===== config.mk =====
export PLATFORM = sky130hd
export DESIGN_NAME = encoder_count_pulse_evaluator
export DESIGN_NICKNAME = d
export VERILOG_FILES = /design/src/hdl/enc_eval_pkg.sv /design/src/hdl/input_filter.sv /design/src/hdl/encoder_count_pulse_evaluator.sv
export SDC_FILE = /design/constraint.sdc
export NUM_CORES = 1
export LEC_CHECK = 0
export BUFFER_PORTS_ARGS = -buffer_cell sky130_fd_sc_hd__buf_4
export CAP_MARGIN = 25
export CORE_ASPECT_RATIO = 1.5
export CORE_MARGIN = 2
export CORE_UTILIZATION = 60
export CTS_BUF_LIST = sky130_fd_sc_hd__clkbuf_4
export CTS_CLUSTER_SIZE = 24
export DETAILED_ROUTE_END_ITERATION = 7
export GPL_TIMING_DRIVEN = 1
export PLACE_DENSITY = 0.81
export SLEW_MARGIN = 15
export SYNTH_ARGS = -nofsm -noshare
export SYNTH_HDL_FRONTEND = slang
export SYNTH_SLANG_ARGS = --single-unit

===== constraint.sdc =====
create_clock -name clk_i -period 5.2 [get_ports clk_i]
set_clock_uncertainty 0.2 [all_clocks]
set_input_delay 0 -clock clk_i [delete_from_list [all_inputs] [get_ports clk_i]]
set_output_delay 0 -clock clk_i [all_outputs]
set_load 0.03 [all_outputs]

===== src/hdl/enc_eval_pkg.sv =====
// shared constants and types for the encoder count pulse evaluator
package enc_eval_pkg;

    localparam int unsigned CLK_HZ          = 20_000_000;
    // filter delays in nanoseconds
    localparam int unsigned FILT_SHORT_NS   = 1_000;
    localparam int unsigned FILT_LONG_NS    = 15_000;
    localparam int unsigned FILT_SHORT_CYC  = (FILT_SHORT_NS * (CLK_HZ / 1_000_000)) / 1_000;
    localparam int unsigned FILT_LONG_CYC   = (FILT_LONG_NS * (CLK_HZ / 1_000_000)) / 1_000;
    localparam int unsigned FILT_CNT_W      = 9;
    localparam int unsigned NUM_TRACKS      = 4;
    localparam int unsigned CNT_W           = 32;

    // register map, word offsets as byte addresses
    localparam logic [7:0]  ADDR_CFG        = 8'h00;
    localparam logic [7:0]  ADDR_LOAD       = 8'h04;
    localparam logic [7:0]  ADDR_COUNT      = 8'h08;
    localparam logic [7:0]  ADDR_STATUS     = 8'h0C;

    // config field positions
    localparam int unsigned CFG_EVAL_LSB    = 0;
    localparam int unsigned CFG_POL_LSB     = 2;
    localparam int unsigned CFG_INV_BIT     = 4;
    localparam int unsigned CFG_FILT_BIT    = 5;
    localparam int unsigned CFG_IDX_BIT     = 6;
    localparam int unsigned CFG_PULSE_BIT   = 7;
    localparam logic [31:0] CFG_RESET       = 32'h0000_0000;

    typedef enum logic [1:0] {
        EVAL_SINGLE,
        EVAL_DOUBLE,
        EVAL_QUAD
    } eval_mode_t;

    typedef enum logic [1:0] {
        POL_SOURCING,
        POL_PUSH_PULL,
        POL_SINKING
    } in_pol_t;

    typedef struct packed {
        logic        pulse_mode;
        logic        index_en;
        logic        filt_long;
        logic        dir_invert;
        in_pol_t     polarity;
        eval_mode_t  eval;
    } cfg_t;

    typedef struct packed {
        logic [7:0]  addr;
        logic [31:0] wdata;
        logic        wr;
        logic        rd;
    } reg_req_t;

endpackage


===== src/hdl/input_filter.sv =====
// per-track debounce filter with selectable settle time
`timescale 1ns/1ps
module input_filter
(
    input  wire logic  clk_i,
    input  wire logic  rst_i,
    input  wire logic  raw_i,
    input  wire logic  long_i,
    output logic       level_o
);
    logic [enc_eval_pkg::FILT_CNT_W-1:0] count;
    logic [enc_eval_pkg::FILT_CNT_W-1:0] limit;

    assign limit = long_i ? enc_eval_pkg::FILT_CNT_W'(enc_eval_pkg::FILT_LONG_CYC)
                          : enc_eval_pkg::FILT_CNT_W'(enc_eval_pkg::FILT_SHORT_CYC);

    // level moves only after input differs for the full settle time
    always_ff @(posedge clk_i)
    begin
        if (rst_i)
        begin
            count   <= '0;
            level_o <= 1'b0;
        end
        else if (raw_i == level_o)
        begin
            count <= '0;
        end
        else if (count + 1'b1 >= limit)
        begin
            count   <= '0;
            level_o <= raw_i;
        end
        else
        begin
            count <= count + 1'b1;
        end
    end
endmodule


===== src/hdl/encoder_count_pulse_evaluator.sv =====
// encoder count pulse evaluator with counter and register port
//
// Overview of operation
// - direction comes from the quarter-period phase relation of tracks A and B
// - index pulse loads counter with load value only when index enabled
// - inversion setting swaps up and down for incremental encoders
// - pulse mode: sourcing floating up, asserted down; sinking floating up, pulled low down
// - inversion setting ignored in pulse-with-direction mode
// - inputs configurable as sourcing, push-pull or sinking
// - one filter setting for all tracks and digital input; 1 us or 15 us
// - short filter default passes 200 kHz; long filter limits to 20 kHz
// - no wire-break or short monitoring on count inputs
// - single evaluation: rising A only, B level selects direction
// - double evaluation: both A edges, B level selects direction
// - quadruple evaluation: all edges of A and B, both levels decide
// - double and quadruple only for incremental; pulse mode uses single
// - reset default is single evaluation
`timescale 1ns/1ps
module encoder_count_pulse_evaluator
(
    input  wire logic         clk_i,
    input  wire logic         rst_i,
    input  wire logic         track_a_i,
    input  wire logic         track_b_i,
    input  wire logic         track_n_i,
    input  wire logic         dig_in_i,
    input  wire logic [7:0]   addr_i,
    input  wire logic [31:0]  wdata_i,
    input  wire logic         wr_i,
    input  wire logic         rd_i,
    output logic [31:0]       rdata_o,
    output logic              up_pulse_o,
    output logic              down_pulse_o,
    output logic              dig_in_o
);
    enc_eval_pkg::cfg_t       cfg;
    enc_eval_pkg::reg_req_t   req;
    logic [31:0]              load_value;
    logic [31:0]              count;
    logic [31:0]              next_count;
    logic [enc_eval_pkg::NUM_TRACKS-1:0] raw;
    logic [enc_eval_pkg::NUM_TRACKS-1:0] filt;
    logic [enc_eval_pkg::NUM_TRACKS-1:0] sync1;
    logic [enc_eval_pkg::NUM_TRACKS-1:0] sync2;
    logic [enc_eval_pkg::NUM_TRACKS-1:0] prev;
    logic                     rise_a;
    logic                     fall_a;
    logic                     rise_n;
    logic                     a_lvl;
    logic                     b_lvl;
    logic                     next_up;
    logic                     next_down;
    logic                     quad_up;
    logic                     dir_down;
    logic                     sinking;
    logic                     pulse_down;
    logic                     quad_step;
    logic                     wr_cfg;
    logic                     wr_load;
    logic                     wr_count;
    logic [31:0]              next_rdata;

    assign req = '{addr: addr_i, wdata: wdata_i, wr: wr_i, rd: rd_i};
    assign raw = {dig_in_i, track_n_i, track_b_i, track_a_i};
    assign sinking = (cfg.polarity == enc_eval_pkg::POL_SINKING);

    // one filter per input, all sharing the same setting
    genvar gi;
    generate
        for (gi = 0; gi < enc_eval_pkg::NUM_TRACKS; gi++)
        begin : g_track
            input_filter u_filter
            (
                .clk_i   (clk_i),
                .rst_i   (rst_i),
                .raw_i   (raw[gi]),
                .long_i  (cfg.filt_long),
                .level_o (filt[gi])
            );
        end
    endgenerate

    // two-stage synchroniser on the filtered levels
    always_ff @(posedge clk_i)
    begin
        if (rst_i)
        begin
            sync1 <= '0;
            sync2 <= '0;
        end
        else
        begin
            sync1 <= filt;
            sync2 <= sync1;
        end
    end

    // previous synchronised levels for edge detection
    always_ff @(posedge clk_i)
    begin
        if (rst_i)
        begin
            prev <= '0;
        end
        else
        begin
            prev <= sync2;
        end
    end

    // levels are used unchanged for every polarity, sinking only flips pulse direction; no line monitoring at all
    assign a_lvl  = sync2[0];
    assign b_lvl  = sync2[1];
    assign rise_a = sync2[0] & ~prev[0];
    assign fall_a = ~sync2[0] & prev[0];
    assign rise_n = sync2[2] & ~prev[2];

    // pulse mode direction from the b level and input polarity only
    always_comb
    begin
        pulse_down = b_lvl;
        if (sinking)
        begin
            pulse_down = ~b_lvl;
        end
    end

    // quadrature steps from {old a, old b, new a, new b}
    always_comb
    begin
        quad_step = 1'b0;
        quad_up   = 1'b0;
        case ({prev[0], prev[1], a_lvl, b_lvl})
            // a leads b: up
            4'h2, 4'hB, 4'hD, 4'h4:
            begin
                quad_step = 1'b1;
                quad_up   = 1'b1;
            end
            // b leads a: down
            4'h1, 4'h7, 4'hE, 4'h8:
            begin
                quad_step = 1'b1;
            end
            default:
            begin
                // no move, or both tracks at once, is not a step
                quad_step = 1'b0;
            end
        endcase
    end

    always_comb
    begin
        next_up   = 1'b0;
        next_down = 1'b0;
        dir_down  = 1'b0;
        if (cfg.pulse_mode)
        begin
            // direction from B level and polarity only, single edge on A
            dir_down  = pulse_down;
            next_up   = rise_a & ~dir_down;
            next_down = rise_a & dir_down;
        end
        else
        begin
            case (cfg.eval)
                enc_eval_pkg::EVAL_DOUBLE:
                begin
                    // on rising A, B low is up; falling A, B high is up
                    dir_down  = rise_a ? b_lvl : ~b_lvl;
                    next_up   = (rise_a | fall_a) & ~dir_down;
                    next_down = (rise_a | fall_a) & dir_down;
                end
                enc_eval_pkg::EVAL_QUAD:
                begin
                    dir_down  = ~quad_up;
                    next_up   = quad_step & quad_up;
                    next_down = quad_step & ~quad_up;
                end
                default:
                begin
                    dir_down  = b_lvl;
                    next_up   = rise_a & ~dir_down;
                    next_down = rise_a & dir_down;
                end
            endcase
            if (cfg.dir_invert)
            begin
                {next_up, next_down} = {next_down, next_up};
            end
        end
    end

    always_comb
    begin
        next_count = count;
        // bus write beats index load, index load beats a count step
        if (wr_count)
        begin
            next_count = req.wdata;
        end
        else if (cfg.index_en && rise_n)
        begin
            next_count = load_value;
        end
        else if (next_up)
        begin
            next_count = count + 32'h0000_0001;
        end
        else if (next_down)
        begin
            next_count = count - 32'h0000_0001;
        end
    end

    // position counter
    always_ff @(posedge clk_i)
    begin
        if (rst_i)
        begin
            count <= '0;
        end
        else
        begin
            count <= next_count;
        end
    end

    // one-cycle count pulses toward the counter
    always_ff @(posedge clk_i)
    begin
        if (rst_i)
        begin
            up_pulse_o   <= 1'b0;
            down_pulse_o <= 1'b0;
        end
        else
        begin
            up_pulse_o   <= next_up;
            down_pulse_o <= next_down;
        end
    end

    // filtered and synchronised digital input
    always_ff @(posedge clk_i)
    begin
        if (rst_i)
        begin
            dig_in_o <= 1'b0;
        end
        else
        begin
            dig_in_o <= sync2[3];
        end
    end

    // write strobe decode, unmapped writes are dropped
    always_comb
    begin
        wr_cfg   = 1'b0;
        wr_load  = 1'b0;
        wr_count = 1'b0;
        if (!req.wr)
        begin
            wr_cfg = 1'b0;
        end
        else if (req.addr == enc_eval_pkg::ADDR_CFG)
        begin
            wr_cfg = 1'b1;
        end
        else if (req.addr == enc_eval_pkg::ADDR_LOAD)
        begin
            wr_load = 1'b1;
        end
        else if (req.addr == enc_eval_pkg::ADDR_COUNT)
        begin
            wr_count = 1'b1;
        end
    end

    // configuration register
    always_ff @(posedge clk_i)
    begin
        if (rst_i)
        begin
            cfg <= enc_eval_pkg::cfg_t'(enc_eval_pkg::CFG_RESET[7:0]);
        end
        else if (wr_cfg)
        begin
            cfg <= enc_eval_pkg::cfg_t'(req.wdata[7:0]);
        end
    end

    // value taken by the counter on an enabled index pulse
    always_ff @(posedge clk_i)
    begin
        if (rst_i)
        begin
            load_value <= '0;
        end
        else if (wr_load)
        begin
            load_value <= req.wdata;
        end
    end

    // read select, zero when idle or unmapped
    always_comb
    begin
        next_rdata = '0;
        if (!req.rd)
        begin
            next_rdata = '0;
        end
        else if (req.addr == enc_eval_pkg::ADDR_CFG)
        begin
            next_rdata = {24'h00_0000, cfg};
        end
        else if (req.addr == enc_eval_pkg::ADDR_LOAD)
        begin
            next_rdata = load_value;
        end
        else if (req.addr == enc_eval_pkg::ADDR_COUNT)
        begin
            next_rdata = count;
        end
        else if (req.addr == enc_eval_pkg::ADDR_STATUS)
        begin
            next_rdata = {28'h000_0000, sync2};
        end
    end

    // read data stands only in the cycle after the strobe
    always_ff @(posedge clk_i)
    begin
        if (rst_i)
        begin
            rdata_o <= '0;
        end
        else
        begin
            rdata_o <= next_rdata;
        end
    end
endmodule


# Word level (Yosys, flattened, before mapping)
# Index checks and enable logic that the tools add are counted.
# word_totals
reg_bits	158
input_bits	48
out_inout_bits	35
elab_cells	119
# op_classes
add_sub_neg	6
magnitude_cmp	4
n_eq_ne	18
mux	28
n_bitwise	24
reduce_logical	15
# op_table
op	n
32-bit two-way mux	6
9-bit by 1-bit adder with 9-bit output, second input constant	4
9-bit greater-or-equal comparator	4
32-bit by 1-bit adder with 32-bit output, second input constant	1
32-bit by 1-bit subtractor with 32-bit output, second input constant	1
1-bit two-way mux	17
4-bit equality test, second input constant	4
8-bit by 4-bit equality test with 1-bit output, second input constant	2
3-bit OR reduction	5
1-bit inverter	12
1-bit AND	11
9-bit two-way mux	1
4-bit by 3-bit equality test with 1-bit output, second input constant	2
8-bit by 3-bit equality test with 1-bit output, second input constant	1
8-bit zero test	1
8-bit two-way mux	1
2-bit AND reduction	4
8-bit OR reduction	1
1-bit equality test	4
2-bit equality test, second input constant	2
4-bit by 1-bit equality test with 1-bit output, second input constant	1
4-bit by 2-bit equality test with 1-bit output, second input constant	1
4-bit two-way mux	1
1-bit case mux with 2 select lines	2
6 further kinds	6

# Depth between registers and ports, before layout
# Gate-level depths: netlist of the first run.
# logic_depth
word_depth	12
ltp_mapped	19
depth_no_buf	19

# Hierarchy
# Synthesis of the first run repeated with hierarchy kept, for this count alone.
# unflattened
cells_unflattened	1065
hier_area_um2	8974.9
# modules_own_cells
module	instances	cells_per_inst	area_each_um2	seq_area_each_um2
encoder_count_pulse_evaluator	1	821	6597.6	2362.3
input_filter	4	61	594.3	200.2

# Worst setup path after synthesis of the first run
# OpenSTA, ideal clock, no wires.
# synth_path
path_type	flip-flop to flip-flop
startpoint	register prev[0] (netlist bit)
endpoint	register count[30]
setup_time_ps	87
arrival_ps	4205
required_ps	4913
setup_slack_ps	708
path_stages_with_launch	18
path_buffers	0
synth_period_minus_slack_ps	4492
cell_sequence	dfxtp_1 > inv_1 > ha_1 > ha_1 > o41ai_1 > and2_1 > a2111oi_2 > a21o_2 > ha_1 > a21o_1 > a21o_1 > a21o_1 > a31o_1 > or3_1 > a21o_1 > a21oi_2 > mux2_1 > o31ai_1
# synth_via
elab_chain_len	11
word_cells_on_any_way	37
cone_classes	eq/ne (8); mux (12); bitwise (14); reduce/logical (3)
# synth_rtl
element	line_no	source
start, declared	encoder_count_pulse_evaluator.sv:45	logic [enc_eval_pkg::NUM_TRACKS-1:0] prev;
start signal, assigned	encoder_count_pulse_evaluator.sv:107	prev <= sync2;
4-bit by 2-bit equality test with 1-bit output (tied with other cells)	encoder_count_pulse_evaluator.sv:133	case ({prev[0], prev[1], a_lvl, b_lvl})
4-bit OR reduction or 1-bit AND (tied branches)	encoder_count_pulse_evaluator.sv:133, encoder_count_pulse_evaluator.sv:114	
1-bit two-way mux, on equally long branches	encoder_count_pulse_evaluator.sv:133, encoder_count_pulse_evaluator.sv:171	
1-bit inverter, on equally long branches	encoder_count_pulse_evaluator.sv:179, encoder_count_pulse_evaluator.sv:172	
1-bit AND, on equally long branches	encoder_count_pulse_evaluator.sv:179, encoder_count_pulse_evaluator.sv:172	
1-bit case mux with 2 select lines	encoder_count_pulse_evaluator.sv:167	case (cfg.eval)
1-bit two-way mux	encoder_count_pulse_evaluator.sv:188	if (cfg.dir_invert)
1-bit two-way mux	encoder_count_pulse_evaluator.sv:158	if (cfg.pulse_mode)
32-bit two-way mux	encoder_count_pulse_evaluator.sv:207	else if (next_up)
32-bit two-way mux	encoder_count_pulse_evaluator.sv:203	else if (cfg.index_en && rise_n)
32-bit two-way mux	encoder_count_pulse_evaluator.sv:199	if (wr_count)
end signal, assigned	encoder_count_pulse_evaluator.sv:226	count <= next_count;
end, declared	encoder_count_pulse_evaluator.sv:39	logic [31:0] count;
# Several ways; a longest one is shown, not always the timed one.
# A chain may end at the register's enable or synchronous reset.

# Worst setup path in the final report of the first run
# layout_path
startpoint	register sync2[0] (netlist bit)
endpoint	register count[27]
# layout_via
elab_chain_len	11
word_cells_on_any_way	37
cone_classes	eq/ne (8); mux (12); bitwise (14); reduce/logical (3)
# layout_rtl
element	line_no	source
start, declared	encoder_count_pulse_evaluator.sv:44	logic [enc_eval_pkg::NUM_TRACKS-1:0] sync2;
start signal, assigned	encoder_count_pulse_evaluator.sv:94	sync2 <= sync1;
4-bit by 2-bit equality test with 1-bit output (tied with other cells)	encoder_count_pulse_evaluator.sv:133	
4-bit OR reduction	encoder_count_pulse_evaluator.sv:133	
1-bit two-way mux	encoder_count_pulse_evaluator.sv:133	
1-bit inverter	encoder_count_pulse_evaluator.sv:179	next_down = quad_step & ~quad_up;
1-bit AND	encoder_count_pulse_evaluator.sv:179	
1-bit case mux with 2 select lines	encoder_count_pulse_evaluator.sv:167	
1-bit two-way mux	encoder_count_pulse_evaluator.sv:188	
1-bit two-way mux	encoder_count_pulse_evaluator.sv:158	
32-bit two-way mux	encoder_count_pulse_evaluator.sv:207	
32-bit two-way mux	encoder_count_pulse_evaluator.sv:203	
32-bit two-way mux	encoder_count_pulse_evaluator.sv:199	
# Several ways; a longest one is shown, not always the timed one.

==> metrics.csv, run 1 <==
metric,value,unit
design.final.nets,1315,
dieArea,15600,sq um
synth_enable_flop_cells,0,
rrSetupSlack,280,ps
instances_no_fill,1417,
final_antenna_net_count,0,
grt_setup_unrepaired,no,
io-pin-count,83,
row_count,54,
num_vias,8347,
critPathCapture,count[27],
layout.cells.most_common,dfxtp_1,
leakage,4.45,nW
initial_detailed_routing_violation_count,470,
synthesis.instances,1048,
layout.cells.most_common_list,"158 x dfxtp_1, 141 x nand2_1, 107 x nor2_1",
hp-class,in2reg,
cts-htree-levels,4,
synthFlopType,dfxtp_1,
clk_pin_slew,140,ps
layout-area-overhead-vs-synth,23.0,%
maxCapViolations,0,
clock_latency,610,ps
syn-num-nets,1157,
crit_required,5500,ps
die_h,152,microns
period_minus_slack,4920,ps
number_of_buffers_added_on_ports,82,
async_flop_share,0,%
timing.critical_path.from,sync2[0],
final_layout_size_suffix_gt1_share,12.3,%
critPathArrivalTime,5220,ps
syn_area_per_cell,8.33,sq um
grt_pass1_vias,8420,
synth-compound-area-share,21.0,%
critical-path-slowest-cell,dlygate4sd3_1,
synth.mux.area_fraction,3.34,%
critical_path.cell_chain,ha_1 > ha_1 > nand3b_1 > o21ai_0 > a2111oi_2 > a21o_4 > buf_4 > ha_1 > nand4_1 > o21ai_0 > o31a_1 > a31oi_1 > o21ai_1 > xnor2_1 > a22oi_1 > a21oi_1 > dlygate4sd3_1,
timing_worst_slew_pin_value,747,ps
nature_of_the_critical_path_endpoint,flip-flop,
syn-cell-area,8730,sq um
cell_count_after_placement,1286,
synth_adder_area_share,8.83,%
synth_simple_gate_area_share,21.6,%
yosys.area_share.xor_xnor,5.62,%
grt_start_max_net_pins,59,
grt_antenna_before_repair,2,
finalSetupViolations,0,
final_routed_wirelength,24200,microns
grt_usage,31.7,%
critPathKind,reg2reg,
clock_path_buffers,2,
post_cts.repair.setup_buffers,0,
timing.slew.headroom,50.1,%
achievable-frequency,0.203,GHz
fp.coreArea,14400,sq um
place_congestion,0.978,
hold_start,wdata_i[28],
critical_path.most_common_cell,ha_1,
drt-vias-per-instance,5.89,
worst_ir_drop_vdd,0.224,mV
hold_viol_final,0,
drc,0,
die_w,102,microns
grt_pass1_wl,38800,microns
slew_violations,0,
cts_buffers,17,
synth-seq-cells,158,
cp-start-kind,flip-flop,
ys_warn_count,0,
critical_path.reg2reg.endpoint,count[27],
setup_total_negative_slack,0,ps
finalCritPeriodShare,94.6,%
start_util,60.7,%
status,completed,
register_to_register_path_depth,17,
number_of_iterations_in_the_first_detailed_routing_pass,5,
cts.sink_count,158,
power_density,203,nW/um^2
yosysSeqAreaShare,36.2,%
worstPathMaxFanout,19,
critical_path.max_stage_delay,590,ps
timing.rr.start,sync2[0],
clock_tree.root_cell,clkbuf_4,
grt-ovfl-total,0,
tritoncts,built,
synthDistinctLibCells,76,
dp_hpwl,15600,microns
post_drt_wl_per_cell,17.1,microns
dominant_combinational_cell_family_by_area_after_synthesis,simple AND/OR/NAND/NOR gates,
-- synth_stat cells (4+ instances only) --
library cell  number  area (sq um)
and2_1             5          31.3
a31oi_1            9          56.3
nand4_1            9          56.3
a211oi_1          13          97.6
xor2_1            19           166
dfxtp_1          158          3160
inv_1             19          71.3
nor2_1           107           402
o211ai_1          25           188
a21o_1            20           150
or3_1              8          50.1
clkbuf_1          41           154
ha_1              60           751
nand3_1           34           170
nor3_1            21           105
nand2b_1           7          43.8
mux2i_1           19           190
o21a_1             6          45.0
nor2b_1           35           219
o21bai_1           4          30.0
nor4_1             5          31.3
mux4_2             4          90.1
xnor2_1           37           324
nand2_1          141           529
a22oi_1           27           203
and3_1            20           125
o21ai_1            4          20.0
o21ai_0           27           135
a21oi_1           90           450
-- layer usage --
layer / GRT usage (%) / share of wire (%)
met5: 0 / 0
met4: 16.3 / 3.8
met3: 6.33 / 4.9
met2: 57.7 / 52
met1: 34.1 / 39
-- area by class of cell --
cell class	count	area, sq um
sequential	158	3160
multi-input combinational	819	5290
tap	196	245
clock buffer	17	128
inverter	19	71.3
antenna	2	5.00
fill	1030	3660
clock inverter	15	158
timing repair buffer	191	1680
-- power by group --
group	internal [mW]	switching, mW
sequential	1.22	0.00677
combinational	0.0961	0.0860
clock	0.292	0.482
total	1.60	0.575
-- registers in the layout, summed over array words and instances (netlist names) --
name / cells
load_value: 32
cfg: 8
g_track.u_filter.level_o: 4
rdata_o: 32
up_pulse_o: 1
prev: 3
count: 32
g_track.u_filter.count: 36
sync2: 4
down_pulse_o: 1
dig_in_o: 1
sync1: 4
-- what timing repair did --
action | CTS | global route
gates resized for setup | 0 | 1
endpoints found under the setup margin | 0 | 1
hold endpoints to repair | 155 | 0
hold buffers | 97 | 0
-- cells by family (layout without fill, tap and decap cells) --
logic type	count (synthesis)	after routing
other	0	2
DFF	158	158
and+or+nand+nor	406	406
AOI/OAI and AO/OA	272	272
adders and majority gates	61	61
xor gates and xnor gates	56	56
muxes	24	24
buffers and inverters	71	242
-- stage by stage --
stage / hold slack [ps] / cell area (sq um) / utilization (%) / total power, mW / setup WS (ps)
after global routing: 14.9 / 10700 / 74.6 / 2.25 / 50.6
after detailed placement: 59.3 / 9470 / 65.8 / 1.38 / 489
after floorplan: -64.0 / 8730 / - / 1.32 / 708
final: 24.6 / 10700 / 74.6 / 2.18 / 281
after global placement: 47.9 / 9470 / 65.8 / 1.38 / 633
after CTS: 2.93 / 10700 / 74.5 / 2.18 / 260
-- how the worst min path moves through the flow --
stage / to / slack, ps / depth (start not counted)
final: load_value[28] / 20 / 4
after global routing: load_value[20] / 10 / 4
after CTS: load_value[14] / 3 / 4
after detailed placement: g_track[3].u_filter.level_o / 60 / 3
after global placement: g_track[2].u_filter.level_o / 50 / 3
after floorplan: load_value[10] / -60 / 2
-- critical path: cells and delay by family (launching register included) --
| kind | cells | cell delay [ps] |
|---|---|---|
| compound gates | 9 | 1960 |
| fa+ha+maj | 3 | 950 |
| buf+inv | 2 | 900 |
| flops | 1 | 420 |
| simple gates | 2 | 210 |
| xor+xnor | 1 | 170 |
No activity file was read; power rests on OpenSTA's default activity.
==> run 2: changes to the inputs <==
--- a/config.mk
+++ b/config.mk
@@ -9,12 +9,12 @@
 export CAP_MARGIN = 25
 export CORE_ASPECT_RATIO = 1.5
 export CORE_MARGIN = 2
-export CORE_UTILIZATION = 60
+export CORE_UTILIZATION = 50
 export CTS_BUF_LIST = sky130_fd_sc_hd__clkbuf_4
 export CTS_CLUSTER_SIZE = 24
 export DETAILED_ROUTE_END_ITERATION = 7
 export GPL_TIMING_DRIVEN = 1
-export PLACE_DENSITY = 0.81
+export PLACE_DENSITY = 0.69
 export SLEW_MARGIN = 15
 export SYNTH_ARGS = -nofsm -noshare
 export SYNTH_HDL_FRONTEND = slang
==> metrics.csv, run 2 (synthesis results as in run 1) <==
metric,value,unit,change
instances_no_fill,1413,,-0.28%
num_vias,8067,,-3.4%
die_h,166,microns,+9.3%
number_of_iterations_in_the_first_detailed_routing_pass,5,,unchanged
status,completed,,
final_routed_wirelength,23500,microns,-3.1%
slew_violations,0,,unchanged
grt_use_met3,3.98,%,-2.4 points
hp-class,in2reg,,
timing_worst_slew_pin_value,858,ps,+111 ps
clk_pin_slew,140,ps,about the same
grt_pass1_vias,7836,,-6.9%
die_w,112,microns,+9.2%
layout-area-overhead-vs-synth,21.1,%,
cp-start-kind,flip-flop,,
final_antenna_net_count,0,,unchanged
cts-htree-levels,4,,unchanged
pre_cts_slack,402,ps,-87.3 ps
place_congestion,0.881,,-9.9%
post_drt_wl_per_cell,16.6,microns,-2.9%
drc,0,,unchanged
maxCapViolations,0,,unchanged
post_cts.repair.setup_buffers,0,,unchanged
min_delay_worst_endpoint,load_value[19],,
layout.cells.most_common_list,"158 x dfxtp_1, 141 x nand2_1, 107 x nor2_1",,
grt_antenna_before_repair,1,,-1
fp.coreArea,17200,sq um,+20%
dp_hpwl,16200,microns,+4.1%
cts.sink_count,158,,unchanged
grt_pass1_wl,38300,microns,-1.3%
grt_usage,25.1,%,-6.7 points
finalCritPeriodShare,91.8,%,-2.8 points
power.total,2.15,mW,-1.4%
crit_required,5470,ps,-30 ps
register_to_register_path_depth,17,,unchanged
cell_count_after_placement,1302,,+1.2%
setup_total_negative_slack,0,ps,unchanged
worst_ir_drop_vdd,0.176,mV,-21%
tritoncts,built,,
timing.rr.start,prev[0],,
dieArea,18600,sq um,+19%
clock_tree.root_cell,clkbuf_4,,
clock_path_buffers,2,,unchanged
hold_start,wdata_i[19],,
globalRouteMet1Util,28.4,%,-5.7 points
postLayoutCoreUtil,61.5,%,-13 points
design.final.nets,1296,,-1.4%
achievable-frequency,0.210,GHz,+3.1%
grt_setup_unrepaired,no,,
grt-ovfl-total,0,,unchanged
number_of_buffers_added_on_ports,82,,unchanged
cts_buffers,17,,unchanged
initial_detailed_routing_violation_count,470,,unchanged
critPathArrivalTime,5040,ps,-180 ps
period_minus_slack,4770,ps,-147 ps
critPathKind,reg2reg,,
nature_of_the_critical_path_endpoint,flip-flop,,
power_density,203,nW/um^2,+0.18%
regMostFlops,g_track.u_filter.count,,
final_layout_size_suffix_gt1_share,12.4,%,+0.12 points
io-pin-count,83,,unchanged
final.setup.worst_slack,428,ps,+147 ps
worst_hold_path.num_cells,4,,unchanged
drt-vias-per-instance,5.71,,-3.1%
grt_use_met2,47.0,%,-11 points
worstPathMaxFanout,25,,+6
clock_latency,570,ps,-40 ps
rrSetupSlack,430,ps,+150 ps
timing.slew.headroom,42.8,%,-7.4 points
row_count,59,,+9.3%
critical_path.reg2reg.endpoint,count[27],,
leakage,4.39,nW,-1.5%
grt_start_max_net_pins,49,,-17%
hold_viol_final,0,,unchanged
layout.cells.most_common,dfxtp_1,,
finalSetupViolations,0,,unchanged
grt-busiest-layer,met2,,
largest_register_ff_count,36,,unchanged
start_util,50.8,%,-9.9 points
## run 2: cell types whose count changed in the layout (fill, tap and decap cells not counted), moves of 2 or more
cell           delta
clkbuf_4          +2
clkinv_2          -2
dlygate4sd3_1    -19
inv_6             -2
## run 2: timing repair
item / 4_1_cts / 5_1_grt
hold endpoints to repair: 156 / 4
endpoints found under the setup margin: 0 / 1
hold buffers: 75 / 3
gates resized for setup: 0 / 1
## run 2: where the power goes
group	switching, mW	internal [mW]	total [mW]
Sequential	0.00643	1.22	1.22
Clock	0.462	0.296	0.759
Combinational	0.0828	0.0855	0.168
## run 2: metrics by stage
stage                     hold WS (ps)  cell area [sq um]
after global placement            47.8               9490
after floorplan                  -64.0               8730
after global routing              20.6              10600
after detailed placement          56.1               9490
final                             29.7              10600
after CTS                        0.729              10500
## run 2: cell type report
class	count	area, sq um
diodes	1	2.50
clock buffers	19	143
clock inverters	12	135
fillers	1574	6630
inverters	19	71.3
multi-input cells	819	5300
flip-flops and latches	158	3160
well taps	213	267
repair buffers	172	1490
## run 2: worst max-delay path by stage
stage | start | to | slack [ps] | depth (start not counted)
floorplan | prev[0] | count[30] | 710 | 17
global placement | prev[0] | count[30] | 490 | 17
detailed placement | prev[0] | count[30] | 400 | 17
CTS | prev[0] | count[27] | 260 | 17
global route | prev[0] | count[27] | 80 | 17
finish | prev[0] | count[27] | 430 | 17
## run 2: critical path, stage by stage (launching register included)
cell and delay (ps):
dfxtp_1 360, inv_1 50, ha_1 230, ha_1 310, nand3b_1 80, o21ai_0 120
a2111oi_2 520, a21o_4 350, ha_1 300, o21ai_0 160, o21ai_0 360, nand2_1 210
a21o_1 230, o21ai_1 230, xnor2_1 130, a22oi_1 180, a21oi_1 80, dlygate4sd3_1 570
## run 2: layer usage
layer,vias to the layer above,wire [microns]
li1,4019,-
met1,3814,9420
met5,-,0
met3,33,1050
met4,0,548
met2,201,12400
